`src/hw/lccr_pkg.sv`:
```
package lccr_pkg;

  // Header byte layout within the block's first word
  localparam logic [1:0] LCCR_OFS_IDENT = 2'h0;  // Block identifier byte
  localparam logic [1:0] LCCR_OFS_NEXT = 2'h1;   // Next block link byte
  localparam logic [1:0] LCCR_OFS_CMD = 2'h2;    // Command register, two bytes
  localparam int LCCR_BE_CMD_LO = 2;             // Byte lane of command bits 7:0
  localparam int LCCR_BE_CMD_HI = 3;             // Byte lane of command bits 15:8

  // Block kind field and codes
  localparam int LCCR_KIND_LSB = 13;
  localparam logic [2:0] LCCR_KIND_SLAVE = 3'h0;  // Slave or primary form
  localparam logic [2:0] LCCR_KIND_HOST = 3'h1;   // Host or secondary form
  // Five-bit codes used by other capability blocks
  localparam logic [4:0] LCCR_KIND5_SWITCH = 5'h08;
  localparam logic [4:0] LCCR_KIND5_REVISION = 5'h11;
  localparam logic [4:0] LCCR_KIND5_POWER = 5'h1C;
  localparam logic [4:0] LCCR_KIND5_RSV_A_LO = 5'h09;
  localparam logic [4:0] LCCR_KIND5_RSV_A_HI = 5'h0F;
  localparam logic [4:0] LCCR_KIND5_RSV_B_LO = 5'h1D;
  localparam logic [4:0] LCCR_KIND5_RSV_B_HI = 5'h1F;

  // Slave form fields
  localparam int LCCR_S_TAG_LSB = 0;     // lowest_node_tag 4:0
  localparam int LCCR_S_QTY_LSB = 5;     // tag_quantity 9:5
  localparam int LCCR_S_HPATH_BIT = 10;  // host_path_link
  localparam int LCCR_S_ROUTE_BIT = 11;  // request_route_sense
  // Host form fields
  localparam int LCCR_H_SOFT_BIT = 0;    // soft_reset_choice
  localparam int LCCR_H_TWIN_BIT = 1;    // twin_bridge_flag
  localparam int LCCR_H_DEV_LSB = 2;     // device number 6:2
  localparam int LCCR_H_ORIG_BIT = 7;    // access_origin
  localparam int LCCR_H_HIDE_BIT = 8;    // conceal_host_config
  localparam int LCCR_H_LEAF_BIT = 10;   // host_as_leaf
  localparam int LCCR_H_FERR_BIT = 11;   // far_host_terminal_error
  // Shared field
  localparam int LCCR_DISCARD_BIT = 12;  // discard_when_untrained

  localparam int LCCR_TAG_W = 5;
  localparam logic [4:0] LCCR_TAG_ZERO = 5'h00;
  localparam logic [7:0] LCCR_NEXT_LAST = 8'h00;

  // Power good to link reset release delay after a cold downstream reset
  localparam int LCCR_CLK_PERIOD_NS = 10;
  localparam int LCCR_PWR_TO_RST_US = 1000;
  localparam int LCCR_PWR_TO_RST_CYC = (LCCR_PWR_TO_RST_US * 1000) / LCCR_CLK_PERIOD_NS;
  localparam int LCCR_CNT_W = 17;

  // Outgoing packet disposition
  typedef enum logic [1:0] {
    LCCR_ACT_IDLE,
    LCCR_ACT_FORWARD,
    LCCR_ACT_REJECT,
    LCCR_ACT_STALL
  } lccr_act_e;

  // Downstream reset sequencer states
  typedef enum logic [1:0] {
    LCCR_RS_RUN,
    LCCR_RS_HELD,
    LCCR_RS_PWR_WAIT
  } lccr_rst_e;

  // One configuration access to the block's first word
  typedef struct packed {
    logic valid;          // Access strobe, one cycle
    logic write;          // 1 write, 0 read
    logic [3:0] be;       // Byte enables
    logic [31:0] wdata;   // Write data
    logic link;           // Link number that carried the access
    logic from_chain;     // Access came from the attached chain
  } lccr_cfg_req_s;

endpackage

```
`src/hw/lccr_top.sv`:
```
// Summary of operation
// - Identifier byte reads a fixed block code
// - Next link byte points onward, zero if last
// - Undefined command bits read zero, ignore writes
// - Kind field reads 000 slave, 001 host
// - Other blocks use five-bit kind codes
// - Lowest node tag writable, warm reset clears
// - Lowest tag fills, matches outgoing and incoming tags
// - Tag quantity read-only, highest tag derived
// - Host path captures writing link, warm clears
// - Route sense picks request direction, warm clears
// - Untrained, unterminated link stalls its packets, rejects them if discard set
// - Disposition: terminated rejects, trained forwards, else
// - Hosts may add an initialisation timeout counter
// - Soft reset choice; cold sequence drops power good
// - Twin bridge flag is pure scratch
// - Device number, cold clear, chain tag for leaf
// - Access origin shows inside or chain access
// - Conceal makes chain config accesses end-of-chain
// - Host as leaf applies after warm reset
// - Far host terminal error sets, write one clears
// - Host form bit twelve is discard too
// - Link trained only after rx and tx done
// - Downstream bus reset asserts link reset line, host form only
// - Write-one-clear fields stay readable
`timescale 1ns/1ns
`default_nettype none

module lccr_top #(
  parameter bit HOST_BLOCK = 1'b0,                   // Host form when set
  parameter bit DOUBLE_HOST = 1'b1,                  // Chain-side access supported
  parameter logic [7:0] BLOCK_CODE = 8'h5A,          // Arbitrary value
  parameter logic [7:0] NEXT_LINK = 8'h00,           // Next block, zero when last
  parameter logic [4:0] TAG_QTY = 5'h01,             // Node tags the device needs
  parameter int PWR_TO_RST_CYC = lccr_pkg::LCCR_PWR_TO_RST_CYC  // Shorten in simulation
) (
  input wire logic i_clk,
  input wire logic i_reset,                          // Cold reset
  input wire logic i_clk_en,
  input wire logic i_warm_reset,                     // Warm reset, one or more cycles
  input wire lccr_pkg::lccr_cfg_req_s i_cfg,
  output logic [31:0] o_cfg_rdata,
  output logic o_cfg_ack,
  output logic o_cfg_as_end_of_chain,
  input wire logic i_rx_init_done,
  input wire logic i_tx_init_done,
  input wire logic i_link_terminated,
  input wire logic i_pkt_valid,
  output lccr_pkg::lccr_act_e o_pkt_action,
  input wire logic [4:0] i_tag_probe,
  output logic o_tag_hit,
  output logic [4:0] o_node_tag,
  output logic o_bridge_marker,
  output logic o_host_path_link,
  output logic o_request_route_sense,
  output logic o_link_trained,
  input wire logic i_far_end_error,
  input wire logic i_downstream_bus_reset,
  output logic o_link_reset_line_n,
  output logic o_power_good_line
);
  import lccr_pkg::*;

  ////////////////////////////////////////////////////////////////////////
  // Command state
  logic [4:0] tag_base_r;        // lowest_node_tag
  logic hpath_r;                 // host_path_link
  logic route_r;                 // request_route_sense
  logic discard_r;               // discard_when_untrained, cold only
  logic soft_r;                  // soft_reset_choice
  logic twin_r;                  // twin_bridge_flag
  logic [4:0] devnum_r;          // Device number
  logic hide_r;                  // conceal_host_config
  logic leaf_r;                  // host_as_leaf as written
  logic leaf_live_r;             // host_as_leaf in force
  logic ferr_r;                  // far_host_terminal_error
  logic trained_r;               // link_trained
  logic soft_lat_r;              // Choice held for the running sequence
  logic bus_rst_q_r;             // Previous downstream reset level
  lccr_rst_e rs_r;
  logic [LCCR_CNT_W-1:0] cnt_r;

  ////////////////////////////////////////////////////////////////////////
  // Decode
  wire cfg_wr = i_cfg.valid && i_cfg.write;
  wire wr_lo = cfg_wr && i_cfg.be[LCCR_BE_CMD_LO];
  wire wr_hi = cfg_wr && i_cfg.be[LCCR_BE_CMD_HI];
  wire cmd_wr = wr_lo || wr_hi;
  wire [15:0] wcmd = i_cfg.wdata[31:16];
  wire [2:0] kind = HOST_BLOCK ? LCCR_KIND_HOST : LCCR_KIND_SLAVE;
  // Bit 12 is the same discard control in both forms
  wire discard_nxt = wr_hi ? wcmd[LCCR_DISCARD_BIT] : discard_r;
  wire ferr_clr = wr_hi && wcmd[LCCR_H_FERR_BIT];
  // Hardware set beats a simultaneous write-one clear
  wire ferr_nxt = HOST_BLOCK && (i_far_end_error || (ferr_r && !ferr_clr));
  wire hide_rd = DOUBLE_HOST ? hide_r : 1'b1;
  wire orig_rd = DOUBLE_HOST ? i_cfg.from_chain : 1'b0;

  // Slave layout; undefined bits stay zero
  wire [15:0] cmd_slave = {kind, discard_r, route_r, hpath_r, TAG_QTY, tag_base_r};
  // Host layout; bit 9 and unset bits zero
  wire [15:0] cmd_host = {kind, discard_r, ferr_r, leaf_r, 1'b0, hide_rd, orig_rd,
                          devnum_r, twin_r, soft_r};
  wire [15:0] cmd_rd = HOST_BLOCK ? cmd_host : cmd_slave;
  wire [31:0] rdata_nxt = {cmd_rd, NEXT_LINK, BLOCK_CODE};

  // Node tag owned by this end
  wire [4:0] tag_lo = HOST_BLOCK ? (leaf_live_r ? devnum_r : LCCR_TAG_ZERO) : tag_base_r;
  wire [4:0] tag_cnt = HOST_BLOCK ? 5'h01 : TAG_QTY;
  wire [5:0] tag_top = 6'({1'b0, tag_lo} + {1'b0, tag_cnt});  // One past the highest tag
  wire tag_hit_nxt = (i_tag_probe >= tag_lo) && ({1'b0, i_tag_probe} < tag_top);

  // Packet disposition, terminated first
  wire trained_nxt = i_rx_init_done && i_tx_init_done;
  lccr_act_e act_nxt;
  assign act_nxt = !i_pkt_valid ? LCCR_ACT_IDLE :
                   i_link_terminated ? LCCR_ACT_REJECT :
                   trained_r ? LCCR_ACT_FORWARD :
                   discard_r ? LCCR_ACT_REJECT : LCCR_ACT_STALL;

  // Reset sequencer decode
  wire bus_rst_rise = i_downstream_bus_reset && !bus_rst_q_r;
  wire bus_rst_fall = !i_downstream_bus_reset && bus_rst_q_r;
  wire wait_done = cnt_r == LCCR_CNT_W'(PWR_TO_RST_CYC - 1);

  ////////////////////////////////////////////////////////////////////////
  // Cold-only fields
  always_ff @(posedge i_clk) begin
    if (i_reset) begin
      discard_r <= 1'b0;
      devnum_r <= LCCR_TAG_ZERO;
      leaf_r <= 1'b0;
      ferr_r <= 1'b0;
    end else if (i_clk_en) begin
      discard_r <= discard_nxt;
      ferr_r <= ferr_nxt;
      if (HOST_BLOCK && wr_lo) begin
        devnum_r <= wcmd[LCCR_H_DEV_LSB +: LCCR_TAG_W];
      end
      if (HOST_BLOCK && DOUBLE_HOST && wr_hi) begin
        leaf_r <= wcmd[LCCR_H_LEAF_BIT];
      end
    end
  end

  // Warm-reset fields
  always_ff @(posedge i_clk) begin
    if (i_reset || (i_warm_reset && i_clk_en)) begin
      tag_base_r <= LCCR_TAG_ZERO;
      hpath_r <= 1'b0;
      route_r <= 1'b0;
      soft_r <= 1'b1;
      twin_r <= 1'b0;
      hide_r <= 1'b0;
    end else if (i_clk_en) begin
      if (!HOST_BLOCK && wr_lo) begin
        tag_base_r <= wcmd[LCCR_S_TAG_LSB +: LCCR_TAG_W];
      end
      // In the slave form, any command write records the link it came in on
      if (!HOST_BLOCK && cmd_wr) begin
        hpath_r <= i_cfg.link;
      end
      if (!HOST_BLOCK && wr_hi) begin
        route_r <= wcmd[LCCR_S_ROUTE_BIT];
      end
      if (HOST_BLOCK && wr_lo) begin
        soft_r <= wcmd[LCCR_H_SOFT_BIT];
        twin_r <= DOUBLE_HOST && wcmd[LCCR_H_TWIN_BIT];
      end
      if (HOST_BLOCK && DOUBLE_HOST && wr_hi) begin
        hide_r <= wcmd[LCCR_H_HIDE_BIT];
      end
    end
  end

  // Leaf mode goes live only at a warm reset
  always_ff @(posedge i_clk) begin
    if (i_reset) begin
      leaf_live_r <= 1'b0;
    end else if (i_clk_en && i_warm_reset) begin
      leaf_live_r <= leaf_r;
    end
  end

  ////////////////////////////////////////////////////////////////////////
  // Access answer, tag match, disposition
  always_ff @(posedge i_clk) begin
    if (i_reset) begin
      o_cfg_rdata <= 32'h0;
      o_cfg_ack <= 1'b0;
      o_cfg_as_end_of_chain <= 1'b0;
      o_tag_hit <= 1'b0;
      o_pkt_action <= LCCR_ACT_IDLE;
      trained_r <= 1'b0;
      o_node_tag <= LCCR_TAG_ZERO;
      o_bridge_marker <= HOST_BLOCK;  // Leaf mode is off after cold reset
    end else if (i_clk_en) begin
      o_cfg_ack <= i_cfg.valid;
      // Read data is the word as it stood before this access
      o_cfg_rdata <= (i_cfg.valid && !i_cfg.write) ? rdata_nxt : 32'h0;
      o_cfg_as_end_of_chain <= i_cfg.valid && HOST_BLOCK && i_cfg.from_chain && hide_rd;
      o_tag_hit <= tag_hit_nxt;
      o_pkt_action <= act_nxt;
      trained_r <= i_warm_reset ? 1'b0 : trained_nxt;
      // Registered copies, so the pins never glitch on a tag change
      o_node_tag <= tag_lo;
      o_bridge_marker <= HOST_BLOCK && !leaf_live_r;
    end
  end

  assign o_host_path_link = hpath_r;
  assign o_request_route_sense = route_r;
  assign o_link_trained = trained_r;

  ////////////////////////////////////////////////////////////////////////
  // Downstream reset sequencer. Software owns the warm release timing;
  // a cold release waits out the power good settling time here.
  // No link initialisation timeout is kept; the host system owns it
  always_ff @(posedge i_clk) begin
    if (i_reset) begin
      rs_r <= LCCR_RS_RUN;
      cnt_r <= '0;
      soft_lat_r <= 1'b1;
      bus_rst_q_r <= 1'b0;
      o_link_reset_line_n <= 1'b1;
      o_power_good_line <= 1'b1;
    end else if (i_clk_en) begin
      bus_rst_q_r <= i_downstream_bus_reset;
      case (rs_r)
        LCCR_RS_RUN: begin
          if (HOST_BLOCK && bus_rst_rise) begin
            rs_r <= LCCR_RS_HELD;
            soft_lat_r <= soft_r;
            o_link_reset_line_n <= 1'b0;
            o_power_good_line <= soft_r;
          end
        end
        LCCR_RS_HELD: begin
          if (bus_rst_fall) begin
            o_power_good_line <= 1'b1;
            cnt_r <= '0;
            if (soft_lat_r) begin
              rs_r <= LCCR_RS_RUN;
              o_link_reset_line_n <= 1'b1;
            end else begin
              rs_r <= LCCR_RS_PWR_WAIT;
            end
          end
        end
        LCCR_RS_PWR_WAIT: begin
          cnt_r <= cnt_r + 1'b1;
          if (wait_done) begin
            rs_r <= LCCR_RS_RUN;
            o_link_reset_line_n <= 1'b1;
          end
        end
        default: begin
          rs_r <= LCCR_RS_RUN;
        end
      endcase
    end
  end
endmodule // lccr_top

`default_nettype wire

```
`config.mk`:
```
export PLATFORM = sky130hd
export DESIGN_NAME = lccr_top
export DESIGN_NICKNAME = d
export VERILOG_FILES = /design/src/hw/lccr_pkg.sv /design/src/hw/lccr_top.sv
export SDC_FILE = /design/constraint.sdc
export NUM_CORES = 1
export LEC_CHECK = 0
export ABC_AREA = 1
export BUFFER_PORTS_ARGS = -buffer_cell sky130_fd_sc_hd__buf_2
export CAP_MARGIN = 20
export CORE_AREA = 2 2 66 68
export CTS_BUF_LIST = sky130_fd_sc_hd__clkbuf_2 sky130_fd_sc_hd__clkbuf_4 sky130_fd_sc_hd__clkbuf_8
export DETAILED_ROUTE_END_ITERATION = 12
export DIE_AREA = 0 0 68 70
export HOLD_SLACK_MARGIN = 0.05
export PLACE_DENSITY_LB_ADDON = 0.08
export SLEW_MARGIN = 10
export SYNTH_ARGS = -nofsm -noshare
export SYNTH_HDL_FRONTEND = slang
export SYNTH_SLANG_ARGS = --single-unit
```
`constraint.sdc`:
```
create_clock -name i_clk -period 1.5 [get_ports i_clk]
set_input_delay 0.45 -clock i_clk [delete_from_list [all_inputs] [get_ports i_clk]]
set_output_delay 0.45 -clock i_clk [all_outputs]
set_load 0.005 [all_outputs]
```
# == After elaboration in Yosys (flattened, before gate mapping) ==
# Index checks and enable logic that the tools add are counted.
# op_classes
n_addsub,2
magnitude_cmp,2
n_eq_ne,5
mux,14
n_bitwise,1
n_reduce_logical,20
# ops
operator,count
$pmux 17 s2,1
$mux 29,1
$add 17x1->17 const B,1
$eq 17x17->1 const B,1
$mux 17,1
$mux 2,5
$logic_and 1x1->1,8
$reduce_and 4->1,2
$add 5x1->6 const B,1
$lt 5x6->1,1
$pmux 2 s3,1
$reduce_and 2->1,3
$ge 5x5->1,1
$mux 1,4
$ne 2x2->1 const B,2
$reduce_and 3->1,1
$eq 2x1->1 const B,1
$eq 2x2->1 const B,1
$logic_not 1->1,2
$logic_not 2->1,1
$logic_or 1x1->1,2
$pmux 1 s2,1
$reduce_bool 2->1,1
$not 1->1,1
# word_totals
register_bits,71
inputBits,55
output_inout_bits,48
wordCells,58

# == Longest topological paths before layout ==
# Gate-level depths: netlist of run 1.
# depth
word_depth,4
depth_mapped,10
mapped_depth_nobuf,10

# == Worst setup path after synthesis of run 1 ==
# OpenSTA, ideal clock, no wires.
# synth_path
path_type,register -> register
start,register tag_base_r[0]
end,register o_tag_hit
setup_ns,0.070
t_arrival_ns,1.419
required_ns,1.430
path_slack_ns,0.011
stages_incl_launch_ff,11
n_path_buf,0
synth_period_minus_slack_ns,1.489
cell_sequence,dfxtp_1 > inv_1 > nor2_1 > xor2_1 > ha_1 > a21o_1 > nand3_1 > nand2_1 > inv_1 > nand3_1 > a21oi_1
# synth_via
elab_chain_len,3
elab_cells_between_ends,4
cone_classes,1 x add/sub; 2 x order compare; 1 x reduce/logical
# synth_rtl
element,line,rtl
"start, declared",lccr_top.sv:66,logic [4:0] tag_base_r;
"start signal, assigned",lccr_top.sv:157,tag_base_r <= wcmd[LCCR_S_TAG_LSB +: LCCR_TAG_W];
$add 5x1->6,lccr_top.sv:110,"wire [5:0] tag_top = 6'({1'b0, tag_lo} + {1'b0, tag_cnt});"
$lt 5x6->1,lccr_top.sv:111,"wire tag_hit_nxt = (i_tag_probe >= tag_lo) && ({1'b0, i_tag_probe} < tag_top);"
$logic_and 1x1->1 *,lccr_top.sv:111,
"end signal, assigned",lccr_top.sv:202,o_tag_hit <= tag_hit_nxt;
"end, declared",lccr_top.sv:51,"output logic o_tag_hit,"
# Every way passes the cells marked *; elsewhere a longest branch is shown, timed or not.
# A chain may end at the register's enable or synchronous reset.

# == Final worst setup path of run 1 ==
# Ends and elaborated chain as after synthesis.

==> impl_metrics.env, run 1 <==
export IMPL_status="finished with violations"
export IMPL_violations="negative setup slack"
export IMPL_maxCapViolations=0
export IMPL_die_x_um=68
export IMPL_clock_skew_ns=0.000606
export IMPL_nets=313
export IMPL_synth_simple_gate_area_frac=0.143
export IMPL_ios=103
export IMPL_worstPathMaxFanout=4
export IMPL_r2r_end="o_tag_hit"
export IMPL_place_hpwl_um=2490
export IMPL_netlist_instances=188
export IMPL_routed_via_density=4.34
export IMPL_row_count=24
export IMPL_drive_gt1_frac=0.333
export IMPL_antenna_found_initial=0
export IMPL_worstPathArrival_ns=1.77
export IMPL_finalSetupViolCount=1
export IMPL_cts_made_buffers=3
export IMPL_final_cell_mix="buf_2, a21oi_1, dfxtp_1, nand2_1, conb_1"
export IMPL_clk_pin_slew_ns=0.09
export IMPL_rsz0062_at_grt="yes"
export IMPL_netSwitchingFraction=0.264
export IMPL_n_fill_cell=460
export IMPL_synth_seq_cells=27
export IMPL_wl_per_cell_um=10.2
export IMPL_pwr_share_clk=0.304
export IMPL_fmaxAchievable_mhz=642
export IMPL_dieArea_mm2=0.00476
export IMPL_ys_flop_type="dfxtp_1"
export IMPL_routed_wirelength_um=3050
export IMPL_final_core_util=0.439
export IMPL_end_kind="register"
export IMPL_synth_fa_ha_area_frac=0.0931
export IMPL_tns_ns=-0.0565
export IMPL_syn_area_per_cell_um2=7.86
export IMPL_cts_htree_levels=1
export IMPL_placed_cell_area_mm2=0.00174
export IMPL_rrSetupSlack_ns=-0.06
export IMPL_crit_path_start="tag_base_r[0]"
export IMPL_overflow=0
export IMPL_drc_errors=0
export IMPL_syn2layout_area_growth_pct=23.1
export IMPL_ant_nets=0
export IMPL_reg2reg_from="tag_base_r[0]"
export IMPL_insertedDiodeCount=0
export IMPL_dr_first_iter_drc_count=34
export IMPL_crit_end="o_tag_hit"
export IMPL_finalCritPeriodShare=1.04
export IMPL_layout_commonest_cell="buf_2"
export IMPL_worstSetupPathType="register to register"
export IMPL_final_setup_worst_slack_ns=-0.0565
export IMPL_hold_viol_final=0
export IMPL_cts_tree="built"
export IMPL_grt_max_degree=17
export IMPL_port_buffers=49
export IMPL_cts_sinks=27
export IMPL_synth_xor_area_share=0.0178
export IMPL_initial_utilization=0.357
export IMPL_power_density_mw_per_mm2=761
export IMPL_clock_path_buffers=2
export IMPL_reg2reg_depth=10
export IMPL_globalRouteTotalUtil=0.136
export IMPL_layout_min_cycle_time_ns=1.56
export IMPL_min_path_cells=3
export IMPL_netlist_cell_type_count=27
export IMPL_p_leak_nw=0.881
export IMPL_dr_pass1_iters=4
export IMPL_p_switching_mw=0.366
export IMPL_p_int_mw=1.02
export IMPL_ys_warn_count=0
export IMPL_p_seq_frac=0.541
export IMPL_synthMuxAreaShare=0
export IMPL_grt_pass1_vias=1137
export IMPL_power_frac_comb=0.155
export IMPL_hp_class="input pin to register"
export IMPL_vias=1292
export IMPL_grt_pass1_wl_um=4980
export IMPL_synth_top_family_by_area="buffers and inverters"
export IMPL_die_h_um=70
export IMPL_gp_congestion=0.827
export IMPL_ir_drop_uv=576
export IMPL_stdcell_area_mm2=0.00182
export IMPL_synth_edf_count=0
export IMPL_fp_coreArea_mm2=0.00414
export IMPL_slew_violations=0
export IMPL_synth_compound_area_share=0.171
export IMPL_cp_required_ns=1.71
export IMPL_netlist_area_mm2=0.00148
export IMPL_cts_root_buf="clkbuf_8"
export IMPL_ys_seq_area_frac=0.366
export IMPL_clock_latency_ns=0.27
export IMPL_startpoint_type="register"
export IMPL_async_flop_share=0
[sequential cells by signal, summed over array words and instances (netlist names)]
name and count:
discard_r 1, o_cfg_ack 1, o_cfg_rdata 9, o_host_path_link 1, o_link_trained 1, o_node_tag 5
o_pkt_action 2, o_request_route_sense 1, o_tag_hit 1, tag_base_r 5
[critical path, cell delays in order (launching register included)]
cell and delay [ns]:
dfxtp_4 0.37, inv_2 0.04, nor2_2 0.10, xor2_1 0.19, ha_1 0.27, a21o_1 0.16
nand3_1 0.07, nand2_1 0.05, inv_1 0.06, nand3_2 0.07, a21oi_2 0.11
[layer usage]
layer / wire length [um] / track usage
met2: 1350 / 0.210
met1: 1480 / 0.188
met5: 0 / 0
met3: 190 / 0.0274
met4: 31 / 0.0400
[per-stage QoR]
| stage | hold slack [ns] | setup slack [ns] | power [mW] | std cells |
|---|---|---|---|---|
| after floorplan | 0.439 | 0.0109 | 0.931 | 209 |
| after global placement | 0.450 | -0.210 | 0.979 | 293 |
| after detailed placement | 0.453 | -0.185 | 0.979 | 293 |
| after CTS | 0.427 | -0.0854 | 1.41 | 298 |
| after global routing | 0.437 | -0.234 | 1.46 | 298 |
| final | 0.431 | -0.0565 | 1.39 | 298 |
[cell families (layout without fill, tap and decap cells)]
kind of cell,count (synthesis),count (layout)
adder cells (fa/ha/maj),11,11
AND/OR/NAND/NOR,48,48
AO/OA/AOI/OAI,47,47
XOR/XNOR,3,3
other,2,23
flip-flops,27,27
buffers and inverters,50,87
[synthesized netlist by cell type (2+ instances only)]
cell type  count  area [um^2]
a21oi_1       28          140
buf_2          2         10.0
buf_4         27          203
clkinv_1       2         7.51
conb_1         2         7.51
dfxtp_1       27          541
ha_1          11          138
inv_1         14         52.6
inv_2          2         7.51
nand2_1       24         90.1
nand3_1       14         70.1
nor2_1         6         22.5
o21ai_0       11         55.1
o21ai_1        3         15.0
o21bai_1       2         15.0
xor2_1         2         17.5
[layout make-up]
cell class,instances,area (um^2),area share
Multi-Input combinational cell,132,728,0.400
Timing Repair Buffer,64,358,0.197
Sequential cell,27,546,0.300
Tap cell,52,65.1,0.0358
Clock inverter,1,7.51,0.00413
Clock buffer,3,41.3,0.0227
Inverter,19,73.8,0.0406
[worst min path at each step]
stage               startpoint          endpoint  slack, ns
6_report              i_cfg[1]  o_host_path_link       0.43
5_1_grt               i_cfg[1]  o_host_path_link       0.44
4_1_cts               i_cfg[1]  o_host_path_link       0.43
3_5_place_dp   o_cfg_rdata[28]   o_cfg_rdata[28]       0.45
3_3_place_gp         o_cfg_ack         o_cfg_ack       0.45
2_1_floorplan        discard_r         discard_r       0.44
[power by group through the flow]
| stage | sequential, mW | clock, mW | combinational, mW |
|---|---|---|---|
| 3_5_place_dp | 0.768 | 0 | 0.212 |
| 6_report | 0.749 | 0.421 | 0.215 |
| 4_1_cts | 0.751 | 0.443 | 0.218 |
| 3_3_place_gp | 0.768 | 0 | 0.211 |
| 2_1_floorplan | 0.770 | 0 | 0.161 |
| 5_1_grt | 0.753 | 0.460 | 0.252 |
[what timing repair did]
| action | 4_1_cts | 5_1_grt |
|---|---|---|
| hold buffers | 0 | 0 |
| cloned | 0 | 0 |
| endpoints found under the setup margin | 1 | 1 |
| resized for setup | 6 | 2 |
| pin swaps | 1 | 1 |
| setup buffers | 1 | 0 |
Power figures use the tool's default switching activity.
==> run 2: changes to the inputs <==
--- a/config.mk
+++ b/config.mk
@@ -6,14 +6,14 @@
 export NUM_CORES = 1
 export LEC_CHECK = 0
 export ABC_AREA = 1
-export BUFFER_PORTS_ARGS = -buffer_cell sky130_fd_sc_hd__buf_2
+export BUFFER_PORTS_ARGS = -buffer_cell sky130_fd_sc_hd__buf_4
 export CAP_MARGIN = 20
 export CORE_AREA = 2 2 66 68
 export CTS_BUF_LIST = sky130_fd_sc_hd__clkbuf_2 sky130_fd_sc_hd__clkbuf_4 sky130_fd_sc_hd__clkbuf_8
 export DETAILED_ROUTE_END_ITERATION = 12
 export DIE_AREA = 0 0 68 70
 export HOLD_SLACK_MARGIN = 0.05
-export PLACE_DENSITY_LB_ADDON = 0.08
+export PLACE_DENSITY = 0.75
 export SLEW_MARGIN = 10
 export SYNTH_ARGS = -nofsm -noshare
 export SYNTH_HDL_FRONTEND = slang
==> constraint.sdc (replaced) <==
create_clock -name i_clk -period 1.4 [get_ports i_clk]
set_input_delay 0.42 -clock i_clk [delete_from_list [all_inputs] [get_ports i_clk]]
set_output_delay 0.42 -clock i_clk [all_outputs]
set_load 0.005 [all_outputs]
==> impl_metrics.env, run 2 (synthesis results as in run 1) <==
export IMPL_worstSetupPathType="register to register"
export IMPL_initial_utilization=0.357
export IMPL_whs_endpoint="o_host_path_link"
export IMPL_cts_root_buf="clkbuf_8"
export IMPL_finalCritPeriodShare=1.13
export IMPL_maxCapViolations=0
export IMPL_regMostFlops="o_cfg_rdata"
export IMPL_area_sequential_um2=547
export IMPL_p_leak_nw=0.900
export IMPL_reg2reg_from="tag_base_r[0]"
export IMPL_stdcell_count=298
export IMPL_reg_top3="o_cfg_rdata: 9 flops, o_node_tag: 5 flops, tag_base_r: 5 flops"
export IMPL_worstPathMaxFanout=4
export IMPL_hold_viol_final=0
export IMPL_violations="negative setup slack"
export IMPL_gp_congestion=0.808
export IMPL_multiInputGateArea_um2=736
export IMPL_cts_hold_buf=0
export IMPL_wl_per_cell_um=11.1
export IMPL_routed_wirelength_um=3310
export IMPL_n_fill_cell=432
export IMPL_grt_pass1_vias=1241
export IMPL_die_x_um=68
export IMPL_dpl_cell_count=292
export IMPL_hp_class="input pin to register"
export IMPL_row_count=24
export IMPL_cts_sinks=27
export IMPL_slew_violations=0
export IMPL_drc_errors=0
export IMPL_vias=1355
export IMPL_min_delay_start="i_cfg[1]"
export IMPL_layout_commonest_cell="buf_4"
export IMPL_grt_pass1_wl_um=5310
export IMPL_final_setup_worst_slack_ns=-0.178
export IMPL_startpoint_type="register"
export IMPL_dr_first_iter_drc_count=39
export IMPL_fmaxAchievable_mhz=634
export IMPL_die_h_um=70
export IMPL_cts_made_buffers=3
export IMPL_cp_required_ns=1.60
export IMPL_ios=103
export IMPL_nets=313
export IMPL_power_density_mw_per_mm2=772
export IMPL_dieArea_mm2=0.00476
export IMPL_end_kind="register"
export IMPL_rrSetupSlack_ns=-0.18
export IMPL_status="finished with violations"
export IMPL_finalSetupViolCount=1
export IMPL_overflow=0
export IMPL_syn2layout_area_growth_pct=32.0
export IMPL_worstPathArrival_ns=1.78
export IMPL_cts_htree_levels=1
export IMPL_globalRouteTotalUtil=0.143
export IMPL_insertedDiodeCount=0
export IMPL_rsz0062_at_grt="yes"
export IMPL_min_path_cells=3
export IMPL_port_buffers=49
export IMPL_fp_coreArea_mm2=0.00414
export IMPL_final_core_util=0.471
export IMPL_layout_min_cycle_time_ns=1.58
export IMPL_r2r_end="o_tag_hit"
export IMPL_clock_path_buffers=2
export IMPL_cts_tree="built"
export IMPL_reg2reg_depth=9
export IMPL_clk_pin_slew_ns=0.09
export IMPL_routed_via_density=4.55
export IMPL_largest_reg_flops=9
export IMPL_clock_latency_ns=0.27
export IMPL_ant_nets=0
export IMPL_ir_drop_uv=574
export IMPL_drive_gt1_frac=0.341
export IMPL_antenna_found_initial=0
export IMPL_place_hpwl_um=2640
export IMPL_dr_pass1_iters=4
export IMPL_final_cell_mix="buf_4, a21oi_1, dfxtp_1, nand2_1, conb_1"
export IMPL_grt_max_degree=17
export IMPL_clock_skew_ns=0.00709
[run 2: cell types whose count changed in the layout (fill, tap and decap cells not counted)]
cell / previous run / this run
ha_1: 11 / 10
nor2_4: 0 / 1
buf_4: 15 / 64
dfxtp_1: 25 / 24
ha_2: 0 / 1
buf_2: 49 / 0
nor2_2: 2 / 1
dfxtp_2: 1 / 2
[run 2: area by class of cell]
cell class              instances  area share
repair buffers                 64       0.246
multi-input cells             132       0.377
flip-flops and latches         27       0.280
clock inverters                 1     0.00385
clock buffers                   3      0.0212
inverters                      19      0.0378
well taps                      52      0.0334
[run 2: worst max-delay path, stage by stage (launching register included)]
cell and delay (ns):
dfxtp_4 0.37, ha_2 0.20, nand3_1 0.10, xor2_1 0.15, ha_1 0.30, nand3_1 0.09, nand2_1 0.05, inv_1 0.06
nand3_2 0.07, a21oi_2 0.13
[run 2: what timing repair did]
action	4_1_cts	5_1_grt
setup endpoints to repair	1	1
pin swaps	2	4
endpoints found under the hold margin	0	0
gates resized for setup	2	6
setup buffers	1	1
[run 2: through the flow]
| step | setup TNS (ns) | cell area (um^2) | hold slack [ns] | total power, mW | worst slack (ns) |
|---|---|---|---|---|---|
| 2_1_floorplan | -0.0391 | 1560 | 0.439 | 0.997 | -0.0391 |
| 3_3_place_gp | -0.187 | 1860 | 0.452 | 1.07 | -0.187 |
| 3_5_place_dp | -0.175 | 1860 | 0.459 | 1.08 | -0.175 |
| 4_1_cts | -0.166 | 1920 | 0.408 | 1.51 | -0.166 |
| 5_1_grt | -0.281 | 1950 | 0.412 | 1.59 | -0.281 |
| 6_report | -0.178 | 1950 | 0.415 | 1.51 | -0.178 |
[run 2: power by group]
group	total (mW)	switching, mW	internal (mW)	leakage (nW)
combinational	0.264	0.134	0.131	0.657
sequential	0.806	0.0154	0.790	0.222
clock	0.436	0.234	0.202	0.0217
total	1.51	0.383	1.12	0.900
[run 2: worst max-delay path by stage]
stage	from	endpoint	slack, ns	depth (start not counted)
finish	tag_base_r[0]	o_tag_hit	-0.18	9
global route	tag_base_r[0]	o_tag_hit	-0.28	9
CTS	tag_base_r[0]	o_tag_hit	-0.17	9
detailed placement	tag_base_r[1]	o_tag_hit	-0.18	10
global placement	tag_base_r[1]	o_tag_hit	-0.19	10
floorplan	tag_base_r[2]	o_tag_hit	-0.04	10
[run 2: metal layers]
metal	share of wire	global-route usage	vias up
li1	-	-	687
met1	0.42	0.175	611
met2	0.50	0.238	53
met3	0.076	0.0306	4
met4	0.0088	0.0556	0
met5	0	0	-
==> run 3: changes to the inputs <==
--- a/config.mk
+++ b/config.mk
@@ -8,12 +8,12 @@
 export ABC_AREA = 1
 export BUFFER_PORTS_ARGS = -buffer_cell sky130_fd_sc_hd__buf_4
 export CAP_MARGIN = 20
-export CORE_AREA = 2 2 66 68
+export CORE_AREA = 2 2 84 54
 export CTS_BUF_LIST = sky130_fd_sc_hd__clkbuf_2 sky130_fd_sc_hd__clkbuf_4 sky130_fd_sc_hd__clkbuf_8
 export DETAILED_ROUTE_END_ITERATION = 12
-export DIE_AREA = 0 0 68 70
+export DIE_AREA = 0 0 86 56
 export HOLD_SLACK_MARGIN = 0.05
-export PLACE_DENSITY = 0.75
+export PLACE_DENSITY = 0.76
 export SLEW_MARGIN = 10
 export SYNTH_ARGS = -nofsm -noshare
 export SYNTH_HDL_FRONTEND = slang
==> impl_metrics.env, run 3 (synthesis results as in run 1) <==
export IMPL_maxCapViolations=0
export IMPL_slew_violations=0
export IMPL_hold_viol_final=0
export IMPL_vias=1334
export IMPL_finalCritPeriodShare=1.14
export IMPL_placed_cell_area_mm2=0.00188
export IMPL_syn2layout_area_growth_pct=33.4
export IMPL_ios=103
export IMPL_rsz0062_at_grt="yes"
export IMPL_ir_drop_uv=575
export IMPL_cts_tree="built"
export IMPL_worstPathArrival_ns=1.81
export IMPL_status="finished with violations"
export IMPL_row_count=18
export IMPL_clock_skew_ns=0.00197
export IMPL_p_switching_mw=0.382
export IMPL_routed_via_density=4.52
export IMPL_drc_errors=0
export IMPL_worstPathMaxFanout=3
export IMPL_reg_top3="o_cfg_rdata: 9 flops, o_node_tag: 5 flops, tag_base_r: 5 flops"
export IMPL_final_setup_worst_slack_ns=-0.203
export IMPL_ant_nets=0
export IMPL_grt_max_degree=17
export IMPL_die_x_um=86
export IMPL_power_density_mw_per_mm2=775
export IMPL_routed_wirelength_um=3410
export IMPL_clock_path_buffers=2
export IMPL_worstSetupPathType="register to register"
export IMPL_startpoint_type="register"
export IMPL_grt_pass1_vias=1285
export IMPL_die_h_um=56
export IMPL_p_seq_frac=0.527
export IMPL_fp_coreArea_mm2=0.00399
export IMPL_netSwitchingFraction=0.250
export IMPL_post_cts_buffers=0
export IMPL_cts_hold_buf=0
export IMPL_layout_min_cycle_time_ns=1.60
export IMPL_place_hpwl_um=2770
export IMPL_layout_commonest_cell="buf_4"
export IMPL_dr_first_iter_drc_count=51
export IMPL_cts_root_buf="clkbuf_8"
export IMPL_cts_made_buffers=3
export IMPL_clk_pin_slew_ns=0.09
export IMPL_dieArea_mm2=0.00482
export IMPL_wl_per_cell_um=11.5
export IMPL_holdWs_ns=0.407
export IMPL_cp_required_ns=1.61
export IMPL_drive_gt1_frac=0.339
export IMPL_power_frac_comb=0.176
export IMPL_tns_ns=-0.203
export IMPL_overflow=0
export IMPL_nets=312
export IMPL_cts_sinks=27
export IMPL_dr_pass1_iters=4
export IMPL_fmaxAchievable_mhz=624
export IMPL_regMostFlops="o_cfg_rdata"
export IMPL_clock_latency_ns=0.27
export IMPL_n_fill_cell=375
export IMPL_cts_htree_levels=1
export IMPL_grt_pass1_wl_um=5520
export IMPL_antenna_found_initial=0
export IMPL_largest_reg_flops=9
export IMPL_final_cell_mix="buf_4, a21oi_1, dfxtp_1, nand2_1, conb_1"
export IMPL_violations="negative setup slack"
export IMPL_initial_utilization=0.371
export IMPL_gp_congestion=0.847
export IMPL_end_kind="register"
export IMPL_stdcell_area_mm2=0.00197
export IMPL_globalRouteTotalUtil=0.142
export IMPL_port_buffers=49
export IMPL_hp_class="input pin to register"
export IMPL_finalSetupViolCount=1
export IMPL_p_leak_nw=0.918
export IMPL_pwr_share_clk=0.297
export IMPL_insertedDiodeCount=0
export IMPL_p_int_mw=1.15
[run 3: power by group through the flow]
stage          logic [mW]  clock network (mW)  registers, mW
6_report            0.269               0.454          0.805
5_1_grt             0.303               0.495          0.809
4_1_cts             0.267               0.462          0.807
3_5_place_dp        0.264                   0          0.824
3_3_place_gp        0.258                   0          0.824
2_1_floorplan       0.173                   0          0.825
[run 3: per-stage QoR]
| stage | utilization | setup WS (ns) | total power [mW] | cells |
|---|---|---|---|---|
| floorplan | - | -0.0391 | 0.997 | 209 |
| global placement | 0.472 | -0.173 | 1.08 | 291 |
| detailed placement | 0.472 | -0.208 | 1.09 | 291 |
| CTS | 0.490 | -0.209 | 1.54 | 295 |
| global route | 0.494 | -0.322 | 1.61 | 295 |
| finish | 0.494 | -0.203 | 1.53 | 295 |
[run 3: layout make-up]
cell class,count,area [um^2],share of cell area
clock buffer,4,48.8,0.0248
inverter,19,73.8,0.0375
multi-input combinational,132,751,0.381
sequential,27,549,0.279
tap,50,62.6,0.0317
timing repair buffer,63,485,0.246
[run 3: path summary, 6_finish.rpt]
kind                   start                     to  slack, ns  cells past startpoint
max reg2reg    tag_base_r[1]              o_tag_hit      -0.20                     10
max            tag_base_r[1]              o_tag_hit      -0.20                     10
min reg2reg  o_cfg_rdata[27]        o_cfg_rdata[27]       0.47                      2
min                i_cfg[29]  o_request_route_sense       0.41                      3
[run 3: per-layer routing]
metal  share of wire  track usage  wire length, um
met4          0.0056       0.0272               19
met5               0            0                0
met1            0.48        0.188             1630
met3           0.059       0.0401              202
met2            0.46        0.230             1550
[run 3: repair_timing]
item | 4_1_cts | 5_1_grt
gates cloned | 0 | 0
pin swaps | 4 | 6
setup endpoints to repair | 1 | 1
resized for setup | 7 | 4
[run 3: worst max-delay path, cell delays in order, from the launching register on]
cell     delay, ns
dfxtp_4       0.38
nand2_4       0.06
nor2_4        0.10
xor2_1        0.17
ha_1          0.26
a21o_1        0.18
nand3_1       0.07
nand2_1       0.05
inv_1         0.06
nand3_2       0.09
a21oi_2       0.13
